===== src/hw/vps_defines.vh =====
// constants of the pixel stream host controller
`ifndef VPS_DEFINES_VH
`define VPS_DEFINES_VH
// color pattern codes
`define VPS_PAT_PARALLEL 2'h0
`define VPS_PAT_SEQUENCE 2'h1
`define VPS_PAT_YCBCR    2'h2
// default stream parameters
`define VPS_FRAME_WIDTH  640
`define VPS_FRAME_HEIGHT 480
`define VPS_INTERLACED   0
`define VPS_BITS_PER_SMP 8
`define VPS_PATTERN      `VPS_PAT_PARALLEL
// samples of one pixel in sequential packing
`define VPS_SEQ_SAMPLES  3
// planes side by side in parallel and luma/chroma packing
`define VPS_PAR_PLANES   3
`define VPS_YCC_PLANES   2
// device pipeline delay in cycles, informative for the host
`define VPS_DEV_LATENCY  3
// beat width from pattern and sample width
`define VPS_DW(p, b) (((p) == `VPS_PAT_PARALLEL) ? `VPS_PAR_PLANES * (b) : \
                      (((p) == `VPS_PAT_YCBCR) ? `VPS_YCC_PLANES * (b) : (b)))
// buffer fill levels
`define VPS_BUF_EMPTY 2'h0
`define VPS_BUF_FULL  2'h2
`endif


===== src/hw/vps_fifo2.v =====
// two-entry flip-flop buffer with valid and ready on both sides
`include "vps_defines.vh"
module vps_fifo2 #(
  parameter DW = 24
) (
  input  wire          i_clk,    // clock
  input  wire          i_rst,    // synchronous reset
  input  wire          i_valid,  // write side valid
  output wire          o_ready,  // write side ready
  input  wire [DW-1:0] i_data,   // write data
  output wire          o_valid,  // read side valid
  input  wire          i_ready,  // read side ready
  output wire [DW-1:0] o_data,   // head entry
  output wire [1:0]    o_count   // fill level
);
  reg [DW-1:0] mem_reg [0:1];
  reg          rd_ptr_reg;
  reg          wr_ptr_reg;
  reg [1:0]    count_reg;
  wire         push;
  wire         pop;

  assign o_ready = (count_reg != `VPS_BUF_FULL);
  assign o_valid = (count_reg != `VPS_BUF_EMPTY);
  assign o_data  = mem_reg[rd_ptr_reg];
  assign o_count = count_reg;
  assign push    = i_valid & o_ready;
  assign pop     = o_valid & i_ready;

  always @(posedge i_clk) begin
    if (i_rst) begin
      rd_ptr_reg <= 1'b0;
      wr_ptr_reg <= 1'b0;
      count_reg  <= `VPS_BUF_EMPTY;
    end else begin
      if (push)
        wr_ptr_reg <= ~wr_ptr_reg;
      if (pop)
        rd_ptr_reg <= ~rd_ptr_reg;
      if (push & ~pop)
        count_reg <= count_reg + 2'h1;
      else if (pop & ~push)
        count_reg <= count_reg - 2'h1;
    end
  end

  // entries are only written, so data stays stable while no beat moves
  always @(posedge i_clk) begin
    if (i_rst) begin
      mem_reg[0] <= {DW{1'b0}};
      mem_reg[1] <= {DW{1'b0}};
    end else if (push) begin
      mem_reg[wr_ptr_reg] <= i_data;
    end
  end
endmodule


===== src/hw/vps_pos_cnt.v =====
// pixel position tracker: sample, x and y of the next beat
`include "vps_defines.vh"
module vps_pos_cnt #(
  parameter WIDTH  = `VPS_FRAME_WIDTH,
  parameter HEIGHT = `VPS_FRAME_HEIGHT,
  parameter ILACE  = `VPS_INTERLACED,
  parameter SPP    = 1,
  parameter XW     = 12,
  parameter YW     = 11
) (
  input  wire          i_clk,   // clock
  input  wire          i_rst,   // synchronous reset
  input  wire          i_step,  // one beat moved
  output reg  [1:0]    o_smp,   // sample index within pixel
  output reg  [XW-1:0] o_x,     // column of next beat
  output reg  [YW-1:0] o_y,     // line of next beat
  output reg           o_field  // field of interlaced stream
);
  localparam integer  SMP_END  = SPP - 1;
  localparam integer  X_END    = WIDTH - 1;
  localparam integer  Y_END    = (ILACE ? HEIGHT / 2 : HEIGHT) - 1;
  localparam [1:0]    SMP_LAST = SMP_END[1:0];
  localparam [XW-1:0] X_LAST   = X_END[XW-1:0];
  localparam [YW-1:0] Y_LAST   = Y_END[YW-1:0];

  always @(posedge i_clk) begin
    if (i_rst) begin
      o_smp   <= 2'h0;
      o_x     <= {XW{1'b0}};
      o_y     <= {YW{1'b0}};
      o_field <= 1'b0;
    end else if (i_step) begin
      if (o_smp != SMP_LAST) begin
        o_smp <= o_smp + 2'h1;
      end else begin
        o_smp <= 2'h0;
        if (o_x != X_LAST) begin
          o_x <= o_x + {{(XW-1){1'b0}}, 1'b1};
        end else begin
          o_x <= {XW{1'b0}};
          if (o_y != Y_LAST) begin
            o_y <= o_y + {{(YW-1){1'b0}}, 1'b1};
          end else begin
            o_y     <= {YW{1'b0}};
            o_field <= ILACE ? ~o_field : 1'b0;
          end
        end
      end
    end
  end
endmodule


===== src/hw/vps_host.v =====
// pixel stream host: feeds the device input port, drains its output port
`include "vps_defines.vh"
module vps_host #(
  parameter WIDTH   = `VPS_FRAME_WIDTH,
  parameter HEIGHT  = `VPS_FRAME_HEIGHT,
  parameter ILACE   = `VPS_INTERLACED,
  parameter BPS     = `VPS_BITS_PER_SMP,
  parameter PATTERN = `VPS_PATTERN,
  parameter XW      = 12,
  parameter YW      = 11
) (
  input  wire                                i_clk,        // clock, 50 MHz
  input  wire                                i_rst,        // synchronous reset
  // user side, pixels to send
  input  wire                                i_tx_valid,   // user beat offered
  output wire                                o_tx_ready,   // buffer takes beat
  input  wire [`VPS_DW(PATTERN, BPS)-1:0]    i_tx_data,    // user beat
  output wire [1:0]                          o_tx_smp,     // sample of next sent beat
  output wire [XW-1:0]                       o_tx_x,       // column of next sent beat
  output wire [YW-1:0]                       o_tx_y,       // line of next sent beat
  output wire                                o_tx_field,   // field of next sent beat
  // device input port
  output wire                                o_din_valid,  // beat to device
  input  wire                                i_din_ready,  // device ready
  output wire [`VPS_DW(PATTERN, BPS)-1:0]    o_din_data,   // beat data
  // device output port
  input  wire                                i_dout_valid, // beat from device
  output wire                                o_dout_ready, // host ready
  input  wire [`VPS_DW(PATTERN, BPS)-1:0]    i_dout_data,  // beat data
  // user side, received pixels
  output wire                                o_rx_valid,   // received beat present
  input  wire                                i_rx_ready,   // user takes beat
  output wire [`VPS_DW(PATTERN, BPS)-1:0]    o_rx_data,    // received beat
  output wire [1:0]                          o_rx_smp,     // sample of head beat
  output wire [XW-1:0]                       o_rx_x,       // column of head beat
  output wire [YW-1:0]                       o_rx_y,       // line of head beat
  output wire                                o_rx_field,   // field of head beat
  output wire                                o_rx_chroma   // 0 blue-diff, 1 red-diff
);
  localparam DW  = `VPS_DW(PATTERN, BPS);
  localparam SPP = (PATTERN == `VPS_PAT_SEQUENCE) ? `VPS_SEQ_SAMPLES : 1;

  // ************************************************************
  // transmit path
  // ************************************************************
  reg  din_rdy_q_reg;
  wire tx_buf_valid;
  wire din_beat;

  // the device's ready refers to the next cycle
  always @(posedge i_clk) begin
    if (i_rst)
      din_rdy_q_reg <= 1'b0;
    else
      din_rdy_q_reg <= i_din_ready;
  end

  // a beat may still go out the cycle after ready falls
  assign o_din_valid = tx_buf_valid & din_rdy_q_reg;
  assign din_beat    = o_din_valid;

  vps_fifo2 #(
    .DW(DW)
  ) u_tx_buf (
    .i_clk   (i_clk),
    .i_rst   (i_rst),
    .i_valid (i_tx_valid),
    .o_ready (o_tx_ready),
    .i_data  (i_tx_data),
    .o_valid (tx_buf_valid),
    .i_ready (din_rdy_q_reg),
    .o_data  (o_din_data),
    .o_count ()
  );

  vps_pos_cnt #(
    .WIDTH  (WIDTH),
    .HEIGHT (HEIGHT),
    .ILACE  (ILACE),
    .SPP    (SPP),
    .XW     (XW),
    .YW     (YW)
  ) u_tx_pos (
    .i_clk   (i_clk),
    .i_rst   (i_rst),
    .i_step  (din_beat),
    .o_smp   (o_tx_smp),
    .o_x     (o_tx_x),
    .o_y     (o_tx_y),
    .o_field (o_tx_field)
  );

  // ************************************************************
  // receive path
  // ************************************************************
  reg        dout_rdy_q_reg;
  wire       dout_beat;
  wire       rx_pop;
  wire [1:0] rx_count;
  reg  [2:0] rx_count_next;

  // a device beat counts only if our ready was high the cycle before
  assign dout_beat = i_dout_valid & dout_rdy_q_reg;
  assign rx_pop    = o_rx_valid & i_rx_ready;

  always @* begin
    rx_count_next = {1'b0, rx_count} + {2'h0, dout_beat} - {2'h0, rx_pop};
  end

  // ready promises room for one beat next cycle, so a stalled user loses nothing
  assign o_dout_ready = ~i_rst & (rx_count_next < {1'b0, `VPS_BUF_FULL});

  always @(posedge i_clk) begin
    if (i_rst)
      dout_rdy_q_reg <= 1'b0;
    else
      dout_rdy_q_reg <= o_dout_ready;
  end

  vps_fifo2 #(
    .DW(DW)
  ) u_rx_buf (
    .i_clk   (i_clk),
    .i_rst   (i_rst),
    .i_valid (dout_beat),
    .o_ready (),
    .i_data  (i_dout_data),
    .o_valid (o_rx_valid),
    .i_ready (i_rx_ready),
    .o_data  (o_rx_data),
    .o_count (rx_count)
  );

  // positions follow the head of the receive buffer, in input order
  vps_pos_cnt #(
    .WIDTH  (WIDTH),
    .HEIGHT (HEIGHT),
    .ILACE  (ILACE),
    .SPP    (SPP),
    .XW     (XW),
    .YW     (YW)
  ) u_rx_pos (
    .i_clk   (i_clk),
    .i_rst   (i_rst),
    .i_step  (rx_pop),
    .o_smp   (o_rx_smp),
    .o_x     (o_rx_x),
    .o_y     (o_rx_y),
    .o_field (o_rx_field)
  );

  // chroma alternates blue-difference then red-difference along a line
  assign o_rx_chroma = (PATTERN == `VPS_PAT_YCBCR) ? o_rx_x[0] : 1'b0;
endmodule


===== config.mk =====
export PLATFORM = sky130hd
export DESIGN_NAME = vps_host
export DESIGN_NICKNAME = d
export VERILOG_FILES = /design/src/hw/vps_fifo2.v /design/src/hw/vps_pos_cnt.v /design/src/hw/vps_host.v
export VERILOG_INCLUDE_DIRS = /design/src /design/src/hw
export SDC_FILE = /design/constraint.sdc
export NUM_CORES = 1
export LEC_CHECK = 0
export ABC_AREA = 1
export BUFFER_PORTS_ARGS = -buffer_cell sky130_fd_sc_hd__clkbuf_2
export CELL_PAD_IN_SITES_DETAIL_PLACEMENT = 1
export CELL_PAD_IN_SITES_GLOBAL_PLACEMENT = 1
export CORE_MARGIN = 8
export CORE_UTILIZATION = 45
export DETAILED_ROUTE_END_ITERATION = 16
export HOLD_SLACK_MARGIN = 0.15
export PLACE_DENSITY_LB_ADDON = 0.1
export SETUP_SLACK_MARGIN = 0.02
export SLEW_MARGIN = 20
export SYNTH_ARGS = -nofsm -noshare
export SYNTH_HDL_FRONTEND = slang
export SYNTH_HIERARCHICAL = 1
export SYNTH_SLANG_ARGS = --single-unit

===== constraint.sdc =====
create_clock -name i_clk -period 4.05 [get_ports i_clk]
set_clock_uncertainty 0.1 [all_clocks]
set_input_delay 0.2025 -clock i_clk [delete_from_list [all_inputs] [get_ports i_clk]]
set_output_delay 0.2025 -clock i_clk [all_outputs]
set_load 0.05 [all_outputs]

==> out/results.tsv, run 1 <==
metric	value	unit
Crit Path Max Fanout	6	
worst slack after detailed placement	1.23	ns
Max clock buf depth	2	
leading post-synthesis cells by cell area	edfxtp_1 37%, dfxtp_1 16%, nand2_1 7.1%, mux2_2 7.0%, inv_1 5.4%	
residual overflow from global routing	0	
CTS clock-pin slew for the worst setup and hold paths	0.07	ns
final cycle utilization of the critical path	79.9	%
post-synthesis instance area	7730	um^2
Final ANT Viol Nets	0	
latest clock arrival within the worst-skew pair	0.42	ns
Yosys top cell area share	37.3	%
final worst slack	0.814	ns
placer congestion estimate	0.786	
Peak VDD IR	0.350	mV
number of warning messages in the yosys log	6	
Post-Syn Nets	882	
Area growth syn-to-layout	25.9	%
root buffer selected by CTS	clkbuf_16	
run status	finished clean	
Detailed Route WL	20.1	mm
antenna violations before repair	1	
number of CTS-inserted buffers	17	
max-slew violation count	0	
TritonCTS clock tree	built	
share of flip-flops with an asynchronous set or reset after synthesis	0	%
Most used DFF post-synth	edfxtp_1	
Synth Area per Inst	9.47	um^2
unrepaired setup endpoints after global routing	false	
number of enable flip-flop cells after synthesis	96	
total global-route track usage	19.1	%
number of global-route vias before repair	6483	
cell count after synthesis	816	
Setup-failing EPs final	0	
minimum period implied by the final worst setup slack	3.24	ns
starting density of the core	45.3	%
Wirelength per Cell	15.9	um
biggest cell delay along the critical path	0.48	ns
largest area contributor in the netlist	edfxtp_1	
width of the die	147	um
number of placed I/O pins	159	
Leak	0.00446	uW
distinct cell type count after synthesis	35	
largest net degree at the start of global routing	27	
routed via count	6075	
cells traversed along the worst timing path	inv_1 > nand2_1 > nand2_1 > inv_1 > ha_1 > or2_1 > fa_1 > inv_1 > nor2_2 > nand2_1 > nor2_1 > clkbuf_2	
setup TNS after final layout	0	ns
residual DRC count	0	
PD cells	479	nW/um^2
register bit count reported by yosys	158	
required time at the endpoint of the critical path	3.75	ns
post-DP HPWL	13.5	mm
first-pass GRT wire length	33.4	mm
startpoint types	register	
max frequency	309	MHz
proportion of layout cells with a drive suffix above 1	32.7	%
average vias per placed instance	4.81	
Core Box Area	17100	um^2
reported max-cap violation count	0	
most frequent standard cell in the layout excluding fill and tap cells	clkbuf_2	
Crit Path Category	register to output port	
Post CTS Setup Buffer Count	0	
vertical die dimension	147	um
Core Rows	48	
number of port buffers	155	
clock sink count	158	
detailed router's first-iteration violation count	275	
Least-Margin Pin Slew	1.07	ns
Die Outline Area	21600	um^2
hold violation count in the final report	0	
# nets final	1090	
sequential-to-total area share from yosys stat	53.4	%
arrival time at the worst endpoint	2.93	ns
highest-count cells in the layout ignoring fill and taps	155 x clkbuf_2, 146 x nand2_1, 111 x inv_1	
number of fill cells in the layout	2007	
endpoint kind of the worst setup timing path	output port	
worst-path cell with the longest stage delay	dfxtp_1	
first drt pass iteration count	4	
H-tree lvl count	4	
Max transition margin	28.4	%
hold crit path type	input pin to register	
kinds of logic after synthesis:
kind of cell / after synthesis / synth area share [%]
xor+xnor: 6 / 0.680
simple gates: 409 / 26.1
compound gates: 42 / 2.78
other cells: 3 / 0.146
buf+inv: 138 / 7.92
fa+ha+maj: 12 / 2.04
mux: 48 / 6.99
flops: 158 / 53.4
cells in the mapped netlist, types with 3 or more instances:
library cell and count:
edfxtp_1 96, nor2_2 63, nand4_1 8, nor3_1 14, nand2_1 147, nand2_4 8
a21oi_1 24, buf_2 4, inv_2 4, nor2_4 8, xor2_1 4, buf_6 6
nor2_1 104, nand2_2 6, o21ai_0 16, inv_1 111, mux2_2 48, conb_1 3
ha_1 11, buf_4 5, nand3_1 40, dfxtp_1 62
final cells by class:
cell class / count / area (um^2) / area share [%]
Antenna cell: 1 / 2.50 / 0.0257
Tap cell: 225 / 282 / 2.89
Timing Repair Buffer: 208 / 1300 / 13.4
Inverter: 119 / 449 / 4.62
Clock inverter: 15 / 149 / 1.53
Multi-Input combinational cell: 520 / 3000 / 30.8
Clock buffer: 17 / 425 / 4.37
Sequential cell: 158 / 4130 / 42.4
final timing paths:
kind	startpoint	endpoint	slack, ns	cells after the start
worst max-delay path	u_rx_buf/o_count[1]	o_dout_ready	0.81	12
worst min register to register	u_tx_pos/o_y[10]	u_tx_pos/o_y[10]	0.38	2
worst min-delay path	i_rst	u_tx_pos/o_x[10]	0.14	2
worst max register to register	u_rx_buf/o_count[1]	dout_rdy_q_reg	1.76	11
critical path, delay by kind of cell, from the launching register on:
kind	cells	cell delay, ns
buf+inv	4	0.57
fa+ha+maj	2	0.71
simple gates	6	0.75
flops	1	0.48
where the power goes:
group / leakage [uW] / total (uW) / switching, uW / internal, uW
clock network: 0.000277 / 1560 / 692 / 867
registers: 0.00150 / 1950 / 103 / 1850
logic: 0.00268 / 1150 / 826 / 322
routing by layer:
layer | share of wire [%] | wire length (um) | vias up | GRT usage, %
met4 | 1.4 | 282 | 0 | 5.76
met1 | 43 | 8740 | 2897 | 23.3
met2 | 51 | 10200 | 129 | 33.1
met5 | 0 | 0 | - | 0
li1 | - | - | 3029 | -
met3 | 4.3 | 859 | 20 | 4.21
repair_timing:
item | CTS | global route
resized for setup | 0 | 0
hold buffers | 51 | 0
hold endpoints to repair | 102 | 0
endpoints found under the setup margin | 0 | 0
through the flow:
step	instances	cell area, um^2	power, uW	hold slack, ns	util [%]
after floorplan	816	7730	2830	0.174	-
after global placement	1179	8640	3080	0.335	50.6
after detailed placement	1179	8640	3100	0.345	50.6
after CTS	1262	9720	4700	0.154	57.0
after global routing	1263	9730	4860	0.162	57.0
final	1263	9730	4660	0.140	57.0
(Power assumes the default switching activity.)
==> inputs of run 2 (changes only) <==
CORE_UTILIZATION = 42   (was 45)
clock period = 3.4 ns   (was 4.05 ns; I/O delays follow)
==> run 2 against run 1 <==
Power up 21%. Clock-buffer cell count up 1. Via count down 0.16%. Critical endpoint unchanged.
==> out/results.tsv, run 2 (synthesis gave the netlist of run 1 again) <==
metric	value	unit
run status	finished clean	
post-DP HPWL	13.8	mm
Max clock buf depth	2	
number of port buffers	155	
minimum period implied by the final worst setup slack	3.08	ns
proportion of layout cells with a drive suffix above 1	32.6	%
first drt pass iteration count	4	
Die Outline Area	23000	um^2
total power consumption of the routed design	5650	uW
vertical die dimension	152	um
Leak	0.00450	uW
Crit Path Max Fanout	6	
Detailed Route WL	20.1	mm
Peak VDD IR	0.366	mV
Least-Margin Pin Slew	0.553	ns
antenna cells	0	
final instance area	9800	um^2
final worst slack	0.322	ns
latest clock arrival within the worst-skew pair	0.42	ns
most frequent standard cell in the layout excluding fill and tap cells	clkbuf_2	
CTS clock-pin slew for the worst setup and hold paths	0.06	ns
total global-route track usage	17.8	%
max-slew violation count	0	
reported max-cap violation count	0	
residual DRC count	0	
detailed router's first-iteration violation count	255	
endpoint kind of the worst setup timing path	output port	
hold crit path type	input pin to register	
antenna violations before repair	0	
starting density of the core	42.9	%
TritonCTS clock tree	built	
unrepaired setup endpoints after global routing	false	
number of CTS-inserted buffers	17	
final cycle utilization of the critical path	90.5	%
PD cells	577	nW/um^2
number of global-route vias before repair	6594	
# nets final	1095	
Post CTS Setup Buffer Count	0	
worst slack after detailed placement	0.610	ns
Max transition margin	63.1	%
Wirelength per Cell	15.8	um
first-pass GRT wire length	32.2	mm
width of the die	152	um
Area growth syn-to-layout	26.7	%
average vias per placed instance	4.77	
H-tree lvl count	4	
residual overflow from global routing	0	
routed via count	6065	
cell area after placement	8670	um^2
placer congestion estimate	0.778	
hold violation count in the final report	0	
highest-count cells in the layout ignoring fill and taps	155 x clkbuf_2, 147 x nand2_1, 111 x inv_1	
number of placed I/O pins	159	
Crit Path Category	register to output port	
number of fill cells in the layout	2089	
Final ANT Viol Nets	0	
clock sink count	158	
largest net degree at the start of global routing	27	
Setup-failing EPs final	0	
max frequency	325	MHz
arrival time at the worst endpoint	2.81	ns
Core Box Area	18000	um^2
required time at the endpoint of the critical path	3.13	ns
root buffer selected by CTS	clkbuf_16	
Core Rows	49	
setup TNS after final layout	0	ns
startpoint types	register	
run 2: worst max-delay path, stage by stage, from the launching register on:
cell and delay (ns):
dfxtp_2 0.42, inv_1 0.08, nand2_1 0.14, nand2_1 0.08, inv_1 0.10, ha_1 0.23, or2_1 0.24, fa_1 0.48
inv_1 0.05, nor2_2 0.06, nand2_1 0.07, nor2_1 0.14, clkbuf_2 0.30
run 2: worst paths after layout:
check | from | to | slack, ns | cells after the start
hold reg to reg | u_rx_pos/o_y[10] | u_rx_pos/o_y[10] | 0.41 | 2
setup / recovery | u_rx_buf/o_count[1] | o_dout_ready | 0.32 | 12
hold / removal | i_rst | din_rdy_q_reg | 0.17 | 2
setup reg to reg | u_rx_buf/o_count[1] | dout_rdy_q_reg | 1.22 | 11
run 2: layer usage:
| layer | track usage, % | wire (um) |
|---|---|---|
| met5 | 0 | 0 |
| met1 | 20.6 | 8590 |
| met3 | 4.25 | 1160 |
| met2 | 31.8 | 10100 |
| met4 | 5.83 | 323 |
run 2: area by class of cell:
class,count,area [um^2],area share (%)
Sequential cell,158,4130,42.1
Multi-Input combinational cell,520,2990,30.6
Timing Repair Buffer,213,1340,13.7
Inverter,119,449,4.59
Clock buffer,18,429,4.38
Tap cell,229,287,2.93
Clock inverter,14,171,1.75
run 2: metrics by stage:
| step | hold slack [ns] | util (%) | instances |
|---|---|---|---|
| after global placement | 0.304 | 48.1 | 1187 |
| after detailed placement | 0.300 | 48.1 | 1187 |
| after floorplan | 0.141 | - | 816 |
| after CTS | 0.151 | 54.3 | 1271 |
| after global routing | 0.178 | 54.3 | 1271 |
| final | 0.167 | 54.3 | 1271 |
run 2: power by group:
part	internal, uW	switching (uW)
logic	393	1020
registers	2200	78.7
clock network	1110	840
total	3710	1940
run 2: timing repair:
item | CTS | global route
hold buffers | 52 | 0
endpoints found under the hold margin | 104 | 0
endpoints found under the setup margin | 0 | 1
gates resized for setup | 0 | 1
